<file path="config.mk">
export PLATFORM = sky130hd
export DESIGN_NAME = cmg_access_guard
export DESIGN_NICKNAME = d
export VERILOG_FILES = /design/src/common/cmg_pkg.sv /design/src/rtl/cmg_access_guard.sv
export SDC_FILE = /design/constraint.sdc
export NUM_CORES = 1
export LEC_CHECK = 0
export ABC_CLOCK_PERIOD_IN_PS = 3200
export BUFFER_PORTS_ARGS = -buffer_cell sky130_fd_sc_hd__buf_2
export CAP_MARGIN = 5
export CORE_AREA = 2 2 88 90
export CTS_CLUSTER_SIZE = 40
export DETAILED_ROUTE_END_ITERATION = 6
export DIE_AREA = 0 0 90 92
export HOLD_SLACK_MARGIN = 0.02
export PLACE_DENSITY = 0.92
export SYNTH_ARGS = -nofsm -noshare
export SYNTH_HDL_FRONTEND = slang
export SYNTH_SLANG_ARGS = --single-unit
</file>
<file path="constraint.sdc">
create_clock -name core_clk -period 3.2 [get_ports core_clk]
set_clock_uncertainty 0.05 [all_clocks]
set_input_delay 0.32 -clock core_clk [delete_from_list [all_inputs] [get_ports core_clk]]
set_output_delay 0.32 -clock core_clk [all_outputs]
set_load 0.005 [all_outputs]
</file>
<file path="src/common/cmg_pkg.sv">
// Purpose: Constants and types for the CPU mode and memory access guard
// Assumes: Byte addresses per memory, one access request per cycle
// Notes:   Sizes in bytes, regions are contiguous from each memory's base
package cmg_pkg;

  // ==========================================================================
  // Modes and targets
  typedef enum logic [2:0] {
    MODE_BOOT,
    MODE_TEST,
    MODE_COMPAT,
    MODE_SYSTEM,
    MODE_USER
  } cmg_mode_t;

  typedef enum logic [1:0] {
    TGT_ROM,
    TGT_EEPROM,
    TGT_RAM,
    TGT_NONE
  } cmg_target_t;

  // ==========================================================================
  // Memory sizes in bytes, mode and system call counts
  localparam int unsigned ROM_BYTES      = 288 * 1024;
  localparam int unsigned ROM_APP_BYTES  = 264 * 1024;
  localparam int unsigned ROM_TEST_BYTES = 24 * 1024;
  localparam int unsigned EE_BYTES       = 52 * 1024;
  localparam int unsigned EE_MFR_BYTES   = 128;
  localparam int unsigned RAM_BYTES      = 6144;
  localparam int unsigned RAM_GP_BYTES   = 3584;
  localparam int unsigned RAM_CP_BYTES   = 2560;
  localparam int unsigned MODE_COUNT     = 5;
  localparam int unsigned SYSCALL_COUNT  = 32;

  // ==========================================================================
  // Region bases; test ROM above application ROM, manufacturer EEPROM at bottom
  localparam logic [18:0] ROM_TEST_BASE = 19'(ROM_APP_BYTES);
  localparam logic [18:0] ROM_LIMIT     = 19'(ROM_BYTES);
  localparam logic [18:0] EE_APP_BASE   = 19'(EE_MFR_BYTES);
  localparam logic [18:0] EE_LIMIT      = 19'(EE_BYTES);
  localparam logic [18:0] RAM_CP_BASE   = 19'(RAM_GP_BYTES);
  localparam logic [18:0] RAM_LIMIT     = 19'(RAM_BYTES);

  // Boot reservation of RAM, a small block at the top of general RAM
  localparam logic [18:0] RAM_BOOT_BASE  = 19'(RAM_GP_BYTES - 256);
  localparam logic [18:0] RAM_BOOT_LIMIT = 19'(RAM_GP_BYTES);

  // Reset values
  localparam cmg_mode_t MODE_RESET  = MODE_BOOT;
  localparam logic      GRANT_RESET = 1'b0;

endpackage

</file>
<file path="src/rtl/cmg_access_guard.sv">
// Purpose: Holds the CPU privilege mode and checks CPU and coprocessor accesses
// Assumes: CPU and coprocessor requests are on core_clk; test-disable fuse is a pin
// Notes:   Answers are registered, one cycle after the request
//
// Operation
// Five CPU modes: boot, test, compatibility, system and user.
// Privileged state is always exactly one sub-mode, held internally only.
// System mode reaches every special function register.
// User mode reaches only CPU and user subset unless granted more.
// Only system mode may grant user more rights, effective afterwards.
// Exceptions and interrupts vector to fixed ROM and set that vector's mode.
// Thirty-two explicit system call vectors each enter system mode.
// ROM 288k, RAM 6144, EEPROM 52k, all access controlled.
// ROM split into 264k application and 24k test regions.
// 128 manufacturer EEPROM bytes blocked to system and user modes.
// RAM shared by all modes except boot's temporary reservation.
// Test mode has unrestricted memory access.
// Boot and compatibility reach test ROM and manufacturer EEPROM only.
// System and user reach application ROM, EEPROM; user further checked.
// RAM: 3584 general and 2560 coprocessor; coprocessor only its own.
// Coprocessor RAM and EEPROM accesses skip the rights check.
// Coprocessor still confined to the application partitions.
// Every reset starts in boot mode running boot ROM.
// Before test disable, start-up hands over to test mode.
// After test disable, start-up hands over to system; test unreachable.
// Refused access is blocked, raises an exception, leaves memory untouched; a refused coprocessor access only drops copGo.
// Test-disable latch is one-way and no software can clear it.
`timescale 1ns/100ps

module cmg_access_guard
  import cmg_pkg::*;
#(
  parameter int unsigned ADDR_W  = 19,
  parameter int unsigned SFR_W   = 7,
  parameter int unsigned GRANT_W = 8
) (
  input  wire logic                 core_clk,
  input  wire logic                 resetn,
  input  wire logic                 testDisableFuse,
  input  wire logic                 bootDone,
  input  wire logic                 vectorTake,
  input  wire logic                 vectorUser,
  input  wire logic                 syscallTake,
  input  wire logic [4:0]           syscallIndex,
  input  wire logic                 modeReturnUser,
  input  wire logic                 cpuReq,
  input  wire logic                 cpuWrite,
  input  wire cmg_pkg::cmg_target_t cpuTarget,
  input  wire logic [ADDR_W-1:0]    cpuAddr,
  input  wire logic                 sfrReq,
  input  wire logic [SFR_W-1:0]     sfrAddr,
  input  wire logic                 sfrUserOk,
  input  wire logic [2:0]           sfrGroup,
  input  wire logic                 grantWrite,
  input  wire logic [GRANT_W-1:0]   grantData,
  input  wire logic                 userWinWrite,
  input  wire logic [ADDR_W-1:0]    userWinBase,
  input  wire logic [ADDR_W-1:0]    userWinLimit,
  input  wire logic                 copReq,
  input  wire cmg_pkg::cmg_target_t copTarget,
  input  wire logic [ADDR_W-1:0]    copAddr,
  output cmg_pkg::cmg_mode_t        cpuMode,
  output logic                      privileged,
  output logic                      cpuGo,
  output logic                      cpuWriteGo,
  output logic                      accessFault,
  output logic                      sfrGo,
  output logic                      copGo,
  output logic [18:0]               vectorAddr,
  output logic                      vectorLoad,
  output logic                      testDisabled
);
  import cmg_pkg::*;

  initial begin
    if (ADDR_W < 19 || GRANT_W < 8 || SFR_W < 1) begin
      $error("cmg_access_guard: address or grant width too small");
    end
  end

  // ==========================================================================
  // Reset release and fuse synchroniser
  logic rstMeta;
  logic rstSync;
  logic fuseMeta;
  logic fuseB;
  logic fuseC;

  always_ff @(posedge core_clk or negedge resetn) begin
    if (!resetn) begin
      rstMeta <= 1'b0;
      rstSync <= 1'b0;
    end else begin
      rstMeta <= 1'b1;
      rstSync <= rstMeta;
    end
  end

  // Fuse comes from a pad, three stages, change counts once last two agree
  always_ff @(posedge core_clk or negedge rstSync) begin
    if (!rstSync) begin
      fuseMeta <= 1'b0;
      fuseB    <= 1'b0;
      fuseC    <= 1'b0;
    end else begin
      fuseMeta <= testDisableFuse;
      fuseB    <= fuseMeta;
      fuseC    <= fuseB;
    end
  end

  // One-way latch; nothing but reset of the fuse image itself clears it
  always_ff @(posedge core_clk or negedge rstSync) begin
    if (!rstSync) begin
      testDisabled <= 1'b0;
    end else if (fuseB && fuseC) begin
      testDisabled <= 1'b1;
    end
  end

  // ==========================================================================
  // Mode state; never more than one sub-mode since it is one enum value
  cmg_mode_t next_mode;

  always_comb begin
    next_mode = cpuMode;
    if (vectorTake) begin
      next_mode = vectorUser ? MODE_USER : MODE_SYSTEM;
    end else if (syscallTake) begin
      next_mode = MODE_SYSTEM;
    end else if (bootDone && cpuMode == MODE_BOOT) begin
      // Hand-over decided by the latch, so test mode dies with the fuse
      next_mode = testDisabled ? MODE_SYSTEM : MODE_TEST;
    end else if (modeReturnUser && cpuMode == MODE_SYSTEM) begin
      next_mode = MODE_USER;
    end
    if (next_mode == MODE_TEST && testDisabled) begin
      next_mode = MODE_SYSTEM;
    end
  end

  always_ff @(posedge core_clk or negedge rstSync) begin
    if (!rstSync) begin
      cpuMode <= MODE_RESET;
    end else begin
      cpuMode <= next_mode;
    end
  end

  always_ff @(posedge core_clk or negedge rstSync) begin
    if (!rstSync) begin
      privileged <= 1'b1;
    end else begin
      privileged <= (next_mode == MODE_BOOT) || (next_mode == MODE_TEST) ||
                    (next_mode == MODE_COMPAT);
    end
  end

  // ==========================================================================
  // Vector addresses at the bottom of application ROM; syscall slots follow event slots
  always_ff @(posedge core_clk or negedge rstSync) begin
    if (!rstSync) begin
      vectorAddr <= '0;
      vectorLoad <= 1'b0;
    end else begin
      vectorLoad <= vectorTake || syscallTake;
      if (vectorTake) begin
        vectorAddr <= {16'h0000, vectorUser, 2'h0};
      end else if (syscallTake) begin
        vectorAddr <= {11'h000, 1'b1, syscallIndex, 2'h0};
      end
    end
  end

  // ==========================================================================
  // User grants, writable only from system mode
  logic [GRANT_W-1:0] userGrant;
  logic [ADDR_W-1:0]  winBase;
  logic [ADDR_W-1:0]  winLimit;

  always_ff @(posedge core_clk or negedge rstSync) begin
    if (!rstSync) begin
      userGrant <= '0;
      winBase   <= '0;
      winLimit  <= '0;
    end else if (cpuMode == MODE_SYSTEM) begin
      if (grantWrite) begin
        userGrant <= grantData;
      end
      if (userWinWrite) begin
        winBase  <= userWinBase;
        winLimit <= userWinLimit;
      end
    end
  end

  // ==========================================================================
  // Region check shared by CPU and coprocessor paths
  function automatic logic inRange(input logic [ADDR_W-1:0] a,
                                   input logic [18:0] lo,
                                   input logic [18:0] hi);
    inRange = (a >= ADDR_W'(lo)) && (a < ADDR_W'(hi));
  endfunction

  function automatic logic cpuAllowed(input cmg_mode_t m, input cmg_target_t t,
                                      input logic [ADDR_W-1:0] a,
                                      input logic [ADDR_W-1:0] wb,
                                      input logic [ADDR_W-1:0] wl);
    logic ok;
    ok = 1'b0;
    case (t)
      TGT_ROM: begin
        case (m)
          MODE_TEST:   ok = inRange(a, 19'h00000, ROM_LIMIT);
          MODE_BOOT,
          MODE_COMPAT: ok = inRange(a, ROM_TEST_BASE, ROM_LIMIT);
          default:     ok = inRange(a, 19'h00000, ROM_TEST_BASE);
        endcase
      end
      TGT_EEPROM: begin
        case (m)
          MODE_TEST:   ok = inRange(a, 19'h00000, EE_LIMIT);
          MODE_BOOT,
          MODE_COMPAT: ok = inRange(a, 19'h00000, EE_APP_BASE);
          default:     ok = inRange(a, EE_APP_BASE, EE_LIMIT);
        endcase
      end
      TGT_RAM: begin
        ok = inRange(a, 19'h00000, RAM_LIMIT);
        if (m != MODE_BOOT && m != MODE_TEST &&
            inRange(a, RAM_BOOT_BASE, RAM_BOOT_LIMIT)) begin
          ok = ok && 1'b1;
        end
      end
      default: ok = 1'b0;
    endcase
    if (m == MODE_USER && t != TGT_NONE) begin
      ok = ok && (a >= wb) && (a < wl);
    end
    cpuAllowed = ok;
  endfunction

  // Boot-time RAM reservation, released once boot hands over
  logic bootRamHeld;

  always_ff @(posedge core_clk or negedge rstSync) begin
    if (!rstSync) begin
      bootRamHeld <= 1'b1;
    end else if (cpuMode == MODE_BOOT && bootDone) begin
      bootRamHeld <= 1'b0;
    end
  end

  logic cpuOk;
  logic cpuReserved;
  logic sfrOk;

  assign cpuReserved = bootRamHeld && cpuMode != MODE_BOOT && cpuTarget == TGT_RAM &&
                       inRange(cpuAddr, RAM_BOOT_BASE, RAM_BOOT_LIMIT);
  assign cpuOk = cpuAllowed(cpuMode, cpuTarget, cpuAddr, winBase, winLimit) &&
                 !cpuReserved;

  // Registered answer; a refused write never reaches the array
  always_ff @(posedge core_clk or negedge rstSync) begin
    if (!rstSync) begin
      cpuGo       <= 1'b0;
      cpuWriteGo  <= 1'b0;
      accessFault <= 1'b0;
    end else begin
      cpuGo       <= cpuReq && cpuOk;
      cpuWriteGo  <= cpuReq && cpuWrite && cpuOk;
      accessFault <= (cpuReq && !cpuOk) || (sfrReq && !sfrOk);
    end
  end

  // ==========================================================================
  // Special function register gate
  assign sfrOk = (cpuMode != MODE_USER) || sfrUserOk || userGrant[sfrGroup];

  always_ff @(posedge core_clk or negedge rstSync) begin
    if (!rstSync) begin
      sfrGo <= 1'b0;
    end else begin
      sfrGo <= sfrReq && sfrOk;
    end
  end

  // ==========================================================================
  // Coprocessor: no rights check, only its own partitions
  logic copOk;

  assign copOk = (copTarget == TGT_RAM    && inRange(copAddr, RAM_CP_BASE, RAM_LIMIT)) ||
                 (copTarget == TGT_EEPROM && inRange(copAddr, EE_APP_BASE, EE_LIMIT));


  always_ff @(posedge core_clk or negedge rstSync) begin
    if (!rstSync) begin
      copGo <= 1'b0;
    end else begin
      copGo <= copReq && copOk;
    end
  end
endmodule // cmg_access_guard

</file>
==> metrics.cfg <==
[worst_setup_path]
start_kind=flip-flop
arrival_ps=2290
slowest_delay_ps=380
path_cells=ha_1, nand2b_1, a211oi_1, nor4_1, o21ai_0, o2111ai_1, o2111a_1, and3_1
crit_path_end_kind=flip-flop
worstPathBufferInverterCount=0
cp.required_ps=3390
cp_slowest_cell=dfrtp_1
crit_family=compound AO/OA/AOI/OAI gates
crit_path_start=winBase[0]$_DFFE_PN0P_
r2r-start=winBase[0]$_DFFE_PN0P_
critical_path_class=flip-flop to flip-flop
cp_max_fo=3

[yosys]
synth_flop_cell=dfrtp_1
synth_warnings=0
synthesis.area_sq_um=3820
synth-edff-count=0
syn-instance-count=345
synth_top_area_share=0.438
synth-async-reset-ratio=1.00
synth_most_common_cell=dfrtp_1
syn_area_per_cell_sq_um=11.1
seq_area_frac_synth=0.452
ys_seq_elements=69
netlist_top_cells_count=67 x dfrtp_1, 46 x mux2_2, 41 x inv_1, 37 x ha_1, 19 x a21oi_1
synth_area_leaders=dfrtp_1 44%, mux2_2 14%, ha_1 12%
yosys.area.top_type=dfrtp_1
synth_cell_type_count=46

[cts]
post-cts-setup-buffers=0
cts_tree=done
cts_root_buffer=clkbuf_8
clk_path_buf_depth=2
cts.sinks=69
numCtsBuffers=9
clkLatencyLatePin_ps=340
clk_pin_slew_ps=80
htree_levels=3

[sta]
worst_slack_ps=1100
setup-tns-final_ps=0
final-setup-viol-count=0
period_share=0.657
fin_crit_ps=2100
maxSlewHeadroom=0.267
slew_violations=0
timing.fmax_mhz=475
rsz0062_at_grt=no
hold_viol=0
tightest_slew_ps=1100

[detailed_routing]
drt_wl_total_microns=8640
drt_iter0_drc=104
num_vias=3041
drt-pass1-iter-count=4
via_per_inst=5.23
drt-wirelength-per-cell_microns=14.9
detail-route-antenna-nets=0
drcViolationCount=0

[job]
maxCapViolCount=0

[global_routing]
grt_pass1_wl_microns=14300
first_global_vias=3216
grt_antenna_before_repair=0
grt_max_degree=53
groute.usage.overall=0.218
gr-total-overflow=0

[placement]
dpl_worst_slack_ps=1030
dp_hpwl_microns=6540
io_buffers=120
gp_congestion=0.855

[power]
ir_drop_mv=0.328
p_per_area_nw_per_um2=567
total_leakage_power_nw=2.44

[floorplanning]
start_util=0.513
core-area_sq_um=7450
rows=32
die_h_microns=92
die_area_sq_um=8280
die_w_microns=90
pin_count=148

[finish]
multi_input_area_sq_um=1860
nets=629
final-seq-area_sq_um=1730
fill_cells=639
drive_gt1_frac=0.415
insertedDiodeCount=0
syn2layout_area_growth_pct=24.2

[outcome]
outcome=finished, final reports clean

[min_path]
min_from=bootDone
hold_path.class=input pin to flip-flop

==> timing repair <==
| item | 4_1_cts | 5_1_grt |
|---|---|---|
| hold buffers | 2 | 0 |
| hold endpoints to repair | 3 | 0 |
| resized for setup | 0 | 0 |
| setup endpoints to repair | 0 | 0 |
==> registers in the layout, indices dropped and copies added, names as in the netlist, 3 cells and up <==
name and flops:
winBase 19, winLimit 19, userGrant 8, vectorAddr 6, cpuMode 3
==> path summary, 6_finish.rpt <==
kind	slack, ps	depth (start not counted)	endpoint
setup / recovery	1100	8	cpuWriteGo$_DFF_PN0_
hold / removal	120	2	bootRamHeld$_DFFE_PN1P_
setup reg to reg	1100	8	cpuWriteGo$_DFF_PN0_
hold reg to reg	300	0	fuseB$_DFF_PN0_
max in group asynchronous	1860	1	winLimit[15]$_DFFE_PN0P_
min in group asynchronous	240	2	rstMeta$_DFF_PN0_
==> worst reg2reg max path: stages (launching register included) <==
cell	delay [ps]
dfrtp_1	380
ha_1	260
nand2b_1	130
a211oi_1	220
nor4_1	90
o21ai_0	250
o2111ai_1	160
o2111a_1	280
and3_1	180
==> through the flow <==
step | instances | utilization | power [mW] | instance area [sq um] | hold WS (ps)
detailed placement | 563 | 0.604 | 1.86 | 4500 | 56.4
global placement | 563 | 0.604 | 1.81 | 4500 | 56.9
CTS | 581 | 0.638 | 2.70 | 4750 | 103
finish | 581 | 0.638 | 2.69 | 4750 | 117
floorplan | 357 | - | 1.65 | 3870 | -25.6
global route | 581 | 0.638 | 2.86 | 4750 | 107
==> cell families after synthesis <==
kind of cell,after synthesis,synth area share
and+or+nand+nor,65,0.0900
muxes,54,0.163
other,2,0.00196
adders and majority gates,37,0.121
buffers and inverters,60,0.0730
AOI/OAI and AO/OA,58,0.0988
DFF,69,0.452
==> cells in the final DEF (no fill, tap or decap), drive strengths merged, types with 4 or more instances in the layout <==
master	Yosys	routed
o21ai	12	12
a21o	7	7
a21oi	19	19
mux2	46	46
a211oi	4	4
buf	17	123
mux2i	6	6
nor2	14	14
conb	2	14
dfrtp	67	67
ha	37	37
nand4	8	8
clkbuf	2	11
nor4	5	5
inv	41	41
nand3	6	6
nand2	13	13
==> per-layer routing <==
metal,track usage,vias to the layer above,share of wire,wire length (microns)
met2,0.379,122,0.50,4330
met1,0.257,1447,0.40,3490
met5,0,-,0,0
met3,0.0583,21,0.067,581
li1,-,1451,-,-
met4,0.0897,0,0.028,241
==> power breakdown <==
| group | leakage [nW] | total (mW) | switching (mW) | internal, mW |
|---|---|---|---|---|
| Combinational | 1.51 | 0.699 | 0.322 | 0.377 |
| Sequential | 0.815 | 1.16 | 0.108 | 1.05 |
| Clock | 0.108 | 0.832 | 0.351 | 0.481 |
| Total | 2.44 | 2.69 | 0.781 | 1.91 |
==> layout make-up <==
cell class / instances / area share
Clock buffer: 11 / 0.0319
Clock inverter: 5 / 0.0174
Inverter: 41 / 0.0324
Multi-Input combinational cell: 228 / 0.392
Sequential cell: 69 / 0.364
Tap cell: 102 / 0.0269
Timing Repair Buffer: 125 / 0.135
No activity file was read; power rests on OpenSTA's default activity.
